===== config.mk =====
export PLATFORM = sky130hd
export DESIGN_NAME = bank_legality
export DESIGN_NICKNAME = d
export VERILOG_FILES = /design/src/hdl/bank_legality.v
export VERILOG_INCLUDE_DIRS = /design/src /design/src/inc
export SDC_FILE = /design/constraint.sdc
export NUM_CORES = 1
export LEC_CHECK = 0
export BUFFER_PORTS_ARGS = -buffer_cell sky130_fd_sc_hd__buf_2
export CAP_MARGIN = 20
export CORE_ASPECT_RATIO = 0.9
export CORE_MARGIN = 2
export CORE_UTILIZATION = 37
export CTS_CLUSTER_SIZE = 30
export DETAILED_ROUTE_END_ITERATION = 7
export SLEW_MARGIN = 20
export SYNTH_ARGS = -nofsm -noshare
export SYNTH_HDL_FRONTEND = slang
export SYNTH_SLANG_ARGS = --single-unit

===== constraint.sdc =====
create_clock -name mclk -period 3.5 [get_ports mclk]
set_clock_uncertainty 0.05 [all_clocks]
set_input_delay 0.35 -clock mclk [delete_from_list [all_inputs] [get_ports mclk]]
set_output_delay 0.35 -clock mclk [all_outputs]
set_load 0.01 [all_outputs]

===== src/inc/bank_legality_map.vh =====
// Command encodings, bank state codes and timing counts for the bank tracker
`ifndef BANK_LEGALITY_MAP_VH
`define BANK_LEGALITY_MAP_VH

// Clock period in picoseconds (200 MHz)
`define CLK_PS 5000
// Timing figures in nanoseconds
`define T_RP_NS 18
`define T_RCD_NS 18
`define T_RC_NS 60
`define T_WR_NS 12
// Mode register delay in clock cycles
`define T_MRD_CYC 2
// Self refresh exit time in nanoseconds
`define T_XSR_NS 120
// Least times round up to whole cycles
`define CYC_UP(ns) (((ns) * 1000 + `CLK_PS - 1) / `CLK_PS)

// Command codes {ras_n, cas_n, we_n} with chip select low
`define CMD_NOP 3'b111
`define CMD_ACT 3'b011
`define CMD_RD 3'b101
`define CMD_WR 3'b100
`define CMD_BST 3'b110
`define CMD_PRE 3'b010
`define CMD_REF 3'b001
`define CMD_MRS 3'b000

// Bank state codes reported on the state outputs
`define ST_IDLE 3'h0
`define ST_ACTG 3'h1
`define ST_ACTV 3'h2
`define ST_READ 3'h3
`define ST_WRIT 3'h4
`define ST_RDAP 3'h5
`define ST_WRAP 3'h6
`define ST_PREC 3'h7

// Address bit that selects auto precharge or precharge-all
`define AP_BIT 10

`endif


===== src/hdl/bank_legality.v =====
// Per-bank state tracking and command legality check for an SDRAM device
// Function
// RULE1: Legality checked only with clock enable held high
// RULE2: Idle only after precharge and row precharge time
// RULE3: Row active after activate plus activate delay
// RULE4: Reading or writing until burst ends or truncated
// RULE5: Controller issues nothing to busy timed bank; a precharge to a precharging bank is not flagged
// RULE6: Precharging lasts row precharge time, then idle
// RULE7: Read with auto precharge busy until precharged
// RULE8: Write with auto precharge busy until precharged
// RULE9: Refresh lasts row cycle time, only nops
// RULE10: Mode load lasts register delay, only nops
// RULE11: Precharge-all lasts row precharge time, only nops
// RULE12: Refresh and mode load need all idle
// RULE13: Precharge-all needs every bank prechargeable
// RULE14: Burst terminate stops most recent burst
// RULE15: Precharge to idle bank acts as nop
// RULE16: Decode commands from four strobes
// RULE17: Inhibit and nop let operations continue
// RULE18: Row active accepts read, write, precharge
// RULE19: Read burst accepts read, write, terminate, precharge
// RULE20: Write burst accepts read, write, terminate, precharge
// RULE21: Idle bank leaves other bank unconstrained
// RULE22: Other banks accept activate, read, write, precharge
// RULE23: Interrupted auto precharge burst starts precharging
// RULE24: Controller masks data before interrupting write; not checked, as the tracker has no data mask input
// RULE25: Interrupted auto precharge write waits recovery
// RULE26: Controller keeps per-bank state and timers
// RULE27: Undefined commands flagged as illegal
`include "bank_legality_map.vh"

module bank_legality #(
   parameter BANKS = 4,
   parameter BA_W = 2,
   parameter BURST_LEN = 4,
   parameter T_XSR_CYC = `CYC_UP(`T_XSR_NS)
) (
   input wire mclk,
   input wire nrst,
   input wire cke_pin,
   input wire cs_n_pin,
   input wire ras_n_pin,
   input wire cas_n_pin,
   input wire we_n_pin,
   input wire [BA_W-1:0] ba_pin,
   input wire ap_pin,
   output reg [3*BANKS-1:0] bank_state,
   output reg all_idle,
   output reg device_busy,
   output reg illegal_cmd,
   output reg burst_active
);

   // Cycle counts; timers keep the low bits, so counts stay below 256 (below 65536 for the self refresh exit count)
   localparam integer RP_INT = `CYC_UP(`T_RP_NS);
   localparam integer RCD_INT = `CYC_UP(`T_RCD_NS);
   localparam integer RC_INT = `CYC_UP(`T_RC_NS);
   localparam integer WR_INT = `CYC_UP(`T_WR_NS);
   localparam integer MRD_INT = `T_MRD_CYC;
   localparam integer BL_INT = BURST_LEN;
   localparam integer XSR_INT = T_XSR_CYC;
   localparam [7:0] RP_CYC = RP_INT[7:0];
   localparam [7:0] RCD_CYC = RCD_INT[7:0];
   localparam [7:0] RC_CYC = RC_INT[7:0];
   localparam [7:0] WR_CYC = WR_INT[7:0];
   localparam [7:0] MRD_CYC = MRD_INT[7:0];
   localparam [7:0] BL_CYC = BL_INT[7:0];
   localparam [15:0] XSR_CYC = XSR_INT[15:0];

   // Device-wide states, one-hot
   localparam [3:0] DV_OPEN = 4'b0001;
   localparam [3:0] DV_REFR = 4'b0010;
   localparam [3:0] DV_MODE = 4'b0100;
   localparam [3:0] DV_PALL = 4'b1000;

   // Two-flop synchronisers for every pin
   reg [5+BA_W:0] pin_s1_r;
   reg [5+BA_W:0] pin_s2_r;
   always @(posedge mclk or negedge nrst) begin
      if (!nrst) begin
         pin_s1_r <= {(6+BA_W){1'b1}};
         pin_s2_r <= {(6+BA_W){1'b1}};
      end else begin
         pin_s1_r <= {cke_pin, cs_n_pin, ras_n_pin, cas_n_pin, we_n_pin,
                      ap_pin, ba_pin};
         pin_s2_r <= pin_s1_r;
      end
   end

   wire cke = pin_s2_r[5+BA_W];
   wire cs_n = pin_s2_r[4+BA_W];
   wire [2:0] cmd = pin_s2_r[3+BA_W:1+BA_W];
   wire ap = pin_s2_r[BA_W];
   wire [BA_W-1:0] ba = pin_s2_r[BA_W-1:0];

   // Previous clock enable, and self refresh exit holdoff
   reg cke_prev_r;
   reg [15:0] xsr_cnt_r;
   reg in_sref_r;

   // RULE16: strobe decode
   wire sel = !cs_n;
   wire is_act = sel && (cmd == `CMD_ACT);
   wire is_rd = sel && (cmd == `CMD_RD);
   wire is_wr = sel && (cmd == `CMD_WR);
   wire is_bst = sel && (cmd == `CMD_BST);
   wire is_pre = sel && (cmd == `CMD_PRE);
   wire is_ref = sel && (cmd == `CMD_REF);
   wire is_mrs = sel && (cmd == `CMD_MRS);
   // RULE17: inhibit or nop leaves state running
   wire is_quiet = cs_n || (cmd == `CMD_NOP);

   // RULE1: checking window
   wire check_en = cke && cke_prev_r && (xsr_cnt_r == 16'h0000);

   // Per-bank state and timer
   reg [2:0] st_r [0:BANKS-1];
   reg [7:0] tmr_r [0:BANKS-1];
   reg [2:0] st_nxt [0:BANKS-1];
   reg [7:0] tmr_nxt [0:BANKS-1];
   reg [3:0] dev_r;
   reg [3:0] dev_nxt;
   reg [7:0] dev_tmr_r;
   reg [7:0] dev_tmr_nxt;
   reg [BA_W-1:0] last_bank_r;
   reg [BA_W-1:0] last_bank_nxt;
   reg bad;
   reg idle_all;
   reg all_prechargeable;
   integer i;
   // Each clocked process has its own loop index
   integer j, k;

   // Timer step with floor at zero
   function [7:0] dec8;
      input [7:0] v;
      begin
         dec8 = (v == 8'h00) ? 8'h00 : v - 8'h01;
      end
   endfunction

   // True for states that accept no same-bank command, except precharge to a precharging bank
   function timed_state;
      input [2:0] s;
      begin
         timed_state = (s == `ST_ACTG) || (s == `ST_PREC) ||
                       (s == `ST_RDAP) || (s == `ST_WRAP);
      end
   endfunction

   // Next-state logic for banks and device
   always @* begin
      bad = 1'b0;
      dev_nxt = dev_r;
      dev_tmr_nxt = dec8(dev_tmr_r);
      last_bank_nxt = last_bank_r;
      idle_all = 1'b1;
      all_prechargeable = 1'b1;
      for (i = 0; i < BANKS; i = i + 1) begin
         st_nxt[i] = st_r[i];
         tmr_nxt[i] = dec8(tmr_r[i]);
         if (st_r[i] != `ST_IDLE)
            idle_all = 1'b0;
         // RULE13: precharge-all refused during timed states other than precharging
         if (timed_state(st_r[i]) && st_r[i] != `ST_PREC)
            all_prechargeable = 1'b0;
      end
      // Timed bank states expire
      for (i = 0; i < BANKS; i = i + 1) begin
         // RULE2: idle only when timer reaches zero
         if (tmr_r[i] == 8'h00) begin
            case (st_r[i])
               // RULE6: precharge completes
               `ST_PREC: st_nxt[i] = `ST_IDLE;
               // RULE3: activate delay met
               `ST_ACTG: st_nxt[i] = `ST_ACTV;
               // RULE4: burst completes on its own
               `ST_READ, `ST_WRIT: st_nxt[i] = `ST_ACTV;
               // RULE7: RULE8: auto precharge access ends in precharging
               `ST_RDAP, `ST_WRAP: begin
                  st_nxt[i] = `ST_PREC;
                  tmr_nxt[i] = RP_CYC - 8'h01;
               end
               default: st_nxt[i] = st_r[i];
            endcase
         end
      end
      // Device-wide timed states
      if (dev_r != DV_OPEN && dev_tmr_r == 8'h00) begin
         dev_nxt = DV_OPEN;
         if (dev_r == DV_PALL)
            for (i = 0; i < BANKS; i = i + 1)
               st_nxt[i] = `ST_IDLE;
      end
      if (check_en && !is_quiet) begin
         // RULE9: refresh and RULE10 / RULE11 hold only nops
         if (dev_r != DV_OPEN)
            bad = 1'b1;
         // RULE12: refresh and mode load need all idle
         else if (is_ref || is_mrs) begin
            if (!idle_all)
               bad = 1'b1;
            else begin
               dev_nxt = is_ref ? DV_REFR : DV_MODE;
               dev_tmr_nxt = (is_ref ? RC_CYC : MRD_CYC) - 8'h01;
            end
         end else if (is_pre && ap) begin
            if (!all_prechargeable)
               bad = 1'b1;
            else begin
               // RULE11: precharge-all timed state
               dev_nxt = DV_PALL;
               dev_tmr_nxt = RP_CYC - 8'h01;
               for (i = 0; i < BANKS; i = i + 1)
                  if (st_r[i] != `ST_IDLE) begin
                     st_nxt[i] = `ST_PREC;
                     tmr_nxt[i] = RP_CYC - 8'h01;
                  end
            end
         end else if (is_bst) begin
            // RULE14: terminate the most recent burst, any bank address
            if (st_r[last_bank_r] == `ST_READ ||
                st_r[last_bank_r] == `ST_WRIT)
               st_nxt[last_bank_r] = `ST_ACTV;
            else
               bad = 1'b1;
         end else begin
            // RULE21: only the addressed bank's state counts
            // RULE5: same-bank command into timed state is illegal, except precharge to a precharging bank
            if (timed_state(st_r[ba]) && !(is_pre && st_r[ba] == `ST_PREC))
               bad = 1'b1;
            else if (is_act) begin
               if (st_r[ba] == `ST_IDLE) begin
                  st_nxt[ba] = `ST_ACTG;
                  tmr_nxt[ba] = RCD_CYC - 8'h01;
               end else
                  bad = 1'b1;
            end else if (is_pre) begin
               // RULE15: precharge to idle bank is a nop
               if (st_r[ba] != `ST_IDLE && st_r[ba] != `ST_PREC) begin
                  // RULE19: RULE20: precharge truncates burst
                  st_nxt[ba] = `ST_PREC;
                  tmr_nxt[ba] = RP_CYC - 8'h01;
               end
            end else if (is_rd || is_wr) begin
               // RULE18: column access needs an open row
               if (st_r[ba] == `ST_IDLE)
                  bad = 1'b1;
               else begin
                  st_nxt[ba] = is_rd ? (ap ? `ST_RDAP : `ST_READ) :
                                       (ap ? `ST_WRAP : `ST_WRIT);
                  tmr_nxt[ba] = BL_CYC - 8'h01;
                  last_bank_nxt = ba;
                  // RULE22: other banks keep running; handle interrupts
                  for (i = 0; i < BANKS; i = i + 1) begin
                     if (i != ba) begin
                        // RULE23: interrupted read auto precharge
                        if (st_r[i] == `ST_RDAP) begin
                           st_nxt[i] = `ST_PREC;
                           tmr_nxt[i] = RP_CYC - 8'h01;
                        end
                        // RULE25: interrupted write waits recovery
                        if (st_r[i] == `ST_WRAP) begin
                           tmr_nxt[i] = WR_CYC - 8'h01;
                        end
                        // Plain bursts stop when another bank bursts
                        if (st_r[i] == `ST_READ || st_r[i] == `ST_WRIT)
                           st_nxt[i] = `ST_ACTV;
                     end
                  end
               end
            end else
               // RULE27: anything else undefined
               bad = 1'b1;
         end
      end
   end

   // State registers
   always @(posedge mclk or negedge nrst) begin
      if (!nrst) begin
         for (j = 0; j < BANKS; j = j + 1) begin
            st_r[j] <= `ST_IDLE;
            tmr_r[j] <= 8'h00;
         end
         dev_r <= DV_OPEN;
         dev_tmr_r <= 8'h00;
         last_bank_r <= {BA_W{1'b0}};
         cke_prev_r <= 1'b1;
         in_sref_r <= 1'b0;
         xsr_cnt_r <= 16'h0000;
      end else begin
         cke_prev_r <= cke;
         // RULE1: self refresh entry and exit holdoff
         if (cke_prev_r && !cke && is_ref)
            in_sref_r <= 1'b1;
         else if (in_sref_r && cke) begin
            in_sref_r <= 1'b0;
            xsr_cnt_r <= XSR_CYC;
         end else if (xsr_cnt_r != 16'h0000)
            xsr_cnt_r <= xsr_cnt_r - 16'h0001;
         // Clock enable low freezes tracking (suspend or power down)
         if (cke && cke_prev_r) begin
            for (j = 0; j < BANKS; j = j + 1) begin
               st_r[j] <= st_nxt[j];
               tmr_r[j] <= tmr_nxt[j];
            end
            dev_r <= dev_nxt;
            dev_tmr_r <= dev_tmr_nxt;
            last_bank_r <= last_bank_nxt;
         end
      end
   end

   // Registered status outputs
   always @(posedge mclk or negedge nrst) begin
      if (!nrst) begin
         bank_state <= {(3*BANKS){1'b0}};
         all_idle <= 1'b1;
         device_busy <= 1'b0;
         illegal_cmd <= 1'b0;
         burst_active <= 1'b0;
      end else begin
         for (k = 0; k < BANKS; k = k + 1)
            bank_state[3*k +: 3] <= st_r[k];
         all_idle <= idle_all && (dev_r == DV_OPEN);
         device_busy <= (dev_r != DV_OPEN);
         // RULE27: one-cycle flag per illegal command
         illegal_cmd <= bad;
         burst_active <= (st_r[last_bank_r] == `ST_READ) ||
                         (st_r[last_bank_r] == `ST_WRIT);
      end
   end

endmodule // bank_legality


# ---- Word level (Yosys, flattened, before mapping)
# Cells that the tools add are included.
dict set report word_totals {
  reg_bits 108
  out_inout_bits 16
  in_bits 10
  wordCells 319
}
dict set report op_classes {
  n_reduce_logical 79
  muxes 139
  n_bitwise 21
  add_sub_neg 7
  eq_ne 48
  order_cmp 4
}
# op count
set ops {}
lappend ops {{32-bit two-way mux} 13}
lappend ops {{8-bit two-way mux} 36}
lappend ops {{12-bit two-way mux} 16}
lappend ops {{3-bit two-way mux} 29}
lappend ops {{3-bit equality test, second input constant} 24}
lappend ops {{8-bit logical NOT} 5}
lappend ops {{8-bit by 1-bit subtractor with 8-bit output, second input constant} 5}
lappend ops {{3-bit case mux with 3 select lines} 4}
lappend ops {{16-bit two-way mux} 2}
lappend ops {{4-bit two-way mux} 8}
lappend ops {{1-bit logical AND} 25}
lappend ops {{24-bit AND} 1}
lappend ops {{1-bit two-way mux} 24}
lappend ops {{24-bit NOT} 1}
lappend ops {{1-bit logical OR} 23}
lappend ops {{3-bit by 2-bit equality test with 1-bit output, second input constant} 7}
lappend ops {{3-bit by 1-bit equality test with 1-bit output, second input constant} 6}
lappend ops {{8-bit AND} 2}
lappend ops {{8-bit demux with 2-bit select} 1}
lappend ops {{16-bit logical NOT} 1}
lappend ops {{8-bit NOT} 2}
lappend ops {{16-bit nonzero test} 1}
lappend ops {{16-bit by 1-bit subtractor with 16-bit output, second input constant} 1}
lappend ops {{3-bit != test, second input constant} 5}
lappend ops {{other kinds (25)} 56}

# ---- Depth between registers and ports, before layout
dict set report depth {
  ltp_word 20
  depth_mapped 10
  depth_no_buf 9
}

# ---- Worst setup path after synthesis
# Ideal clock, no wire load.
dict set report synth_timing {
  path_kind {reg-to-reg}
  startpoint {register xsr_cnt_r[0]}
  endpoint {register tmr_r[18] (netlist name)}
  setup_slack_ns 0.501
  n_path_buf 1
  t_arrival_ns 2.829
  synth_period_minus_slack_ns 2.999
  required_ns 3.329
  setup_time_ns 0.121
  stages_incl_launch_ff 11
  cell_sequence {dfrtp_1 inv_1 ha_1 or3b_2 nor3_1 nand4_2 or2_0 clkbuf_1 a211oi_4 nor3_1 a22o_1}
}
dict set report synth_via {
  elab_chain_len 4
}
# element line
set synth_rtl {}
lappend synth_rtl {{from (decl)} bank_legality.v:98} ;# reg [15:0] xsr_cnt_r;
lappend synth_rtl {{from (signal assigned)} bank_legality.v:301} ;# xsr_cnt_r <= xsr_cnt_r - 16'h0001;
lappend synth_rtl {{16-bit logical NOT} bank_legality.v:114} ;# wire check_en = cke && cke_prev_r && (xsr_cnt_r == 16'h0000);
lappend synth_rtl {{1-bit logical AND} bank_legality.v:114}
lappend synth_rtl {{1-bit logical AND} bank_legality.v:195} ;# if (check_en && !is_quiet) begin
lappend synth_rtl {{32-bit two-way mux} bank_legality.v:195}
lappend synth_rtl {{to (signal, indexed assignment)} bank_legality.v:306} ;# tmr_r[j] <= tmr_nxt[j];
lappend synth_rtl {{to (decl)} bank_legality.v:118} ;# reg [7:0] tmr_r [0:BANKS-1];
# Every way passes these cells.
# A chain may end at the register's enable or synchronous reset.

# ---- Worst setup path in the final report
dict set report layout_timing {
  startpoint {register pin_s2_r[0]}
  endpoint {register tmr_r[16] (netlist name)}
}
dict set report layout_via {
  elab_chain_len 19
  word_cells_on_any_way 40
  cone_classes {2 x order compare; 6 x eq/ne; 20 x mux; 2 x bitwise; 10 x reduce/logical}
}
# element line
set layout_rtl {}
lappend layout_rtl {{from (decl)} bank_legality.v:78} ;# reg [5+BA_W:0] pin_s2_r;
lappend layout_rtl {{from (signal assigned)} bank_legality.v:82} ;# pin_s2_r <= {(6+BA_W){1'b1}};
lappend layout_rtl {{from (signal assigned)} bank_legality.v:86} ;# pin_s2_r <= pin_s1_r;
lappend layout_rtl {{2-bit NOT with 3-bit output (not written as such)} -}
lappend layout_rtl {{3-bit >= comparator (not written as such) or 3-bit by 1-bit less-than comparator with 1-bit output (tied branches)} {bank_legality.v:235, bank_legality.v:243, bank_legality.v:252}}
lappend layout_rtl {{1-bit logical AND (not written as such)} {bank_legality.v:235, bank_legality.v:243, bank_legality.v:252}}
lappend layout_rtl {{8-bit two-way mux (not written as such)} {bank_legality.v:235, bank_legality.v:243, bank_legality.v:252}}
lappend layout_rtl {{8-bit demux with 2-bit select} {bank_legality.v:235, bank_legality.v:243, bank_legality.v:252}}
lappend layout_rtl {{8-bit bitwise OR (no line)} -}
lappend layout_rtl {{8-bit two-way mux} bank_legality.v:258} ;# if (st_r[i] == `ST_RDAP) begin
lappend layout_rtl {{8-bit two-way mux} bank_legality.v:263} ;# if (st_r[i] == `ST_WRAP) begin
lappend layout_rtl {{(+3 left out)} -}
lappend layout_rtl {{32-bit two-way mux} bank_legality.v:238} ;# end else if (is_pre) begin
lappend layout_rtl {{32-bit two-way mux} bank_legality.v:232} ;# else if (is_act) begin
lappend layout_rtl {{32-bit two-way mux (*)} bank_legality.v:230} ;# if (timed_state(st_r[ba]) && !(is_pre && st_r[ba] == `ST_PREC))
lappend layout_rtl {{32-bit two-way mux (*)} bank_legality.v:220} ;# end else if (is_bst) begin
lappend layout_rtl {{32-bit two-way mux (*)} bank_legality.v:207} ;# end else if (is_pre && ap) begin
lappend layout_rtl {{32-bit two-way mux (*)} bank_legality.v:200} ;# else if (is_ref || is_mrs) begin
lappend layout_rtl {{32-bit two-way mux (*)} bank_legality.v:197} ;# if (dev_r != DV_OPEN)
lappend layout_rtl {{32-bit two-way mux (*)} bank_legality.v:195}
# Every way passes the cells marked *; elsewhere a longest branch is shown, timed or not. The select of a mux whose other input is x is not followed.

==> impl_results.md <==
* Crit start category: flip-flop
* Crit path max-delay family: simple AND/OR/NAND/NOR gates
* Worst skew pair latency at 0.36 ns
* Final hold vios at 0
* Final period util at 93.1%
* Post-synthesis mux area share at approximately 2.8%
* Worst path slowest cell: mux4_2
* EDFF count, synth at 0
* Synthesized Nets at 808
* Final WL at slightly below 20 mm
* Post-Synth Adder-Cell Area at 1.28%
* RSZ-0062 raised after global routing: no
* Mean post-synth cell area at 8.66 um2
* Routed Antenna Nets at 0
* Hold Startpoint: ba_pin[1]
* Layout Nets at roughly 840
* Critical Path Source: pin_s2_r[0]
* Layout cell share with drive strength beyond 1 at 17.2%
* Area Overhead vs Synth at 12.7%
* Vias per Instance at 5.89
* WL/cell at 18.1 um
* LEAKAGE at 3.09 nW
* Chip Height at 133 um
* First-pass detailed-route iteration total at 5
* Max-Cap Viols at 0
* Remaining global-route overflow at 0
* CP cell instances: mux4_2 -> nor2b_1 -> a211oi_4 -> nand2_1 -> or4_1 -> o21ai_0 -> nor3_1
* Post-Syn Area at 6850 um2
* CP max FO at 15
* Power Density at approximately 680 nW/um2
* Cell count after synthesis at 791
* DRC at 0
* Post-Synth Simple-Gate Area at 26.4%
* Status: complete, no violations
* Number of CTS-inserted buffers at 9
* Worst Tran Pin Value at 0.885 ns
* Total track usage at 20.5%
* Largest net degree at the start of global routing at 68
* Routability cong. at 0.966
* Hold Path Class: in -> reg
* Minimum clock period at 3.26 ns
* Final core utilization at 42.2%
* Ys async rst share at 100%
* TritonCTS clock tree: done
* CTS sink count at 108
* DP HPWL at roughly 14 mm
* RR Startpoint: pin_s2_r[0]
* Max_slew headroom at approximately 41%
* Critical path class: reg -> reg
* Share of synthesized area occupied by flip-flops and latches at 39.8%
* # diodes at 0
* Most frequent cells in the layout: 89 x dfrtp_1, 81 x nand2_1, 81 x nor2_1
* FMAX at 307 MHz
* Setup WS pre-CTS at 0.312 ns
* Final setup margin at roughly 0.24 ns
* DR vias at 6,342
* Post-synth cell types at between 80 and 90
* Main flop type after synthesis: dfrtp_1
* # rows at 47
* Clock slew at reported path FFs at 0.08 ns
* Setup-failing EPs final at 0
* DRT iter0 DRCs at 670
* Main combinational cell family by area after synthesis: simple AND/OR/NAND/NOR gates
* Antenna violations before repair at 0
* IO Port Bufs at 25
* Die W at 147 um
* Die area at between 15,000 and 20,000 um2
* Starting density of the core at 37.4%
* First-pass GRT wire length at 32.0 mm
* H-tree levels at 3
* Setup TNS at 0 ns
* Arr. time, crit path at around 3.5 ns
* Number of global-route vias before repair at 5,837
* Pins Over Slew Limit at 0
* I/O Pins at 26
* Max Root-Sink Buffers at 2
* WP data required at between 3 and 4 ns
* Largest stage delay on the critical path at 0.69 ns
* # Post-CTS Setup Buffers at 0
* Core area at 18,300 um2
* Most common cell after layout, fill and taps aside: dfrtp_1
* Root Buffer: clkbuf_16
* CP bufs+invs at 0
* Compound-cell area share of the yosys netlist at between 20% and 30%
* Yosys reg bits at 108
* Synth Area in XOR/XNOR at 1.92%
* Yosys Warn Count at 0
* Crit. End Element: flip-flop
* Worst vdd ir at about 0.00029 V
## cells in the mapped netlist (9+ instances only)
master | n | area, um2
dfrtp_1 | 89 | 2230
nand2_1 | 81 | 304
nor2_1 | 81 | 304
o21ai_0 | 70 | 350
a21oi_1 | 45 | 225
clkbuf_1 | 39 | 146
nor3_1 | 38 | 190
inv_1 | 21 | 78.8
dfstp_2 | 19 | 499
nor4_1 | 17 | 106
or3_1 | 17 | 106
nand2b_1 | 15 | 93.8
nor2b_1 | 15 | 93.8
nand3_1 | 14 | 70.1
a211oi_1 | 12 | 90.1
o22ai_1 | 11 | 68.8
xnor2_1 | 11 | 96.3
a31oi_1 | 9 | 56.3
## report_power, final
group,switching [W],internal (W)
logic,0.00127,0.000958
registers,0.000400,0.00166
clock network,0.000487,0.000492
total,0.00216,0.00311
## state kept, by name, indices dropped and copies added (netlist names), 2 cells and up
register	cells
tmr_r	24
bank_state	12
last_bank_r	2
dec8.v	8
st_r	12
dev_r	4
dev_tmr_r	8
xsr_cnt_r	16
pin_s2_r	8
pin_s1_r	8
## path summary, 6_finish.rpt
| check | to | slack (ns) | depth (start not counted) |
|---|---|---|---|
| max in group asynchronous | pin_s2_r[2] | 2.14 | 3 |
| setup reg to reg | tmr_r[16] | 0.24 | 7 |
| hold reg to reg | pin_s2_r[5] | 0.31 | 0 |
| setup / recovery | tmr_r[16] | 0.24 | 7 |
| hold / removal | pin_s1_r[1] | 0.03 | 1 |
| min in group asynchronous | tmr_r[15] | 0.47 | 2 |
## per-stage QoR
| step | cells | cell area (um2) | hold WS [ns] | power (W) |
|---|---|---|---|---|
| CTS | 1076 | 7720 | 0.0166 | 0.00528 |
| finish | 1076 | 7720 | 0.0273 | 0.00527 |
| detailed placement | 1059 | 7430 | 0.297 | 0.00426 |
| floorplan | 791 | 6850 | 0.00441 | 0.00360 |
| global route | 1076 | 7720 | 0.0138 | 0.00569 |
| global placement | 1059 | 7430 | 0.296 | 0.00425 |
## cell type report
class | instances | area (um2)
repair buffers | 70 | 480
fillers | 1839 | 10600
flip-flops and latches | 108 | 2730
clock inverters | 6 | 48.8
inverters | 21 | 78.8
multi-input cells | 616 | 3850
well taps | 245 | 307
clock buffers | 10 | 229
## timing repair
action                                 CTS  global route
hold buffers                             1             0
endpoints found under the hold margin   41             0
resized for setup                        0             0
## routing by layer
metal / track usage (%) / share of wire [%] / wire (um) / vias up
li1: - / - / - / 3007
met1: 30.3 / 47 / 9150 / 3022
met2: 29.1 / 42 / 8250 / 272
met3: 4.97 / 8.0 / 1560 / 41
met4: 7.21 / 2.7 / 517 / 0
met5: 0 / 0 / 0 / -
## kinds of logic (layout without fill, tap and decap cells)
family,after synthesis,after routing
AOI/OAI and AO/OA,239,239
xor gates and xnor gates,15,15
adders and majority gates,7,7
buffers and inverters,67,107
DFF,108,108
muxes,11,11
and+or+nand+nor,344,344
Note: power is estimated with default switching activity, not from simulation.
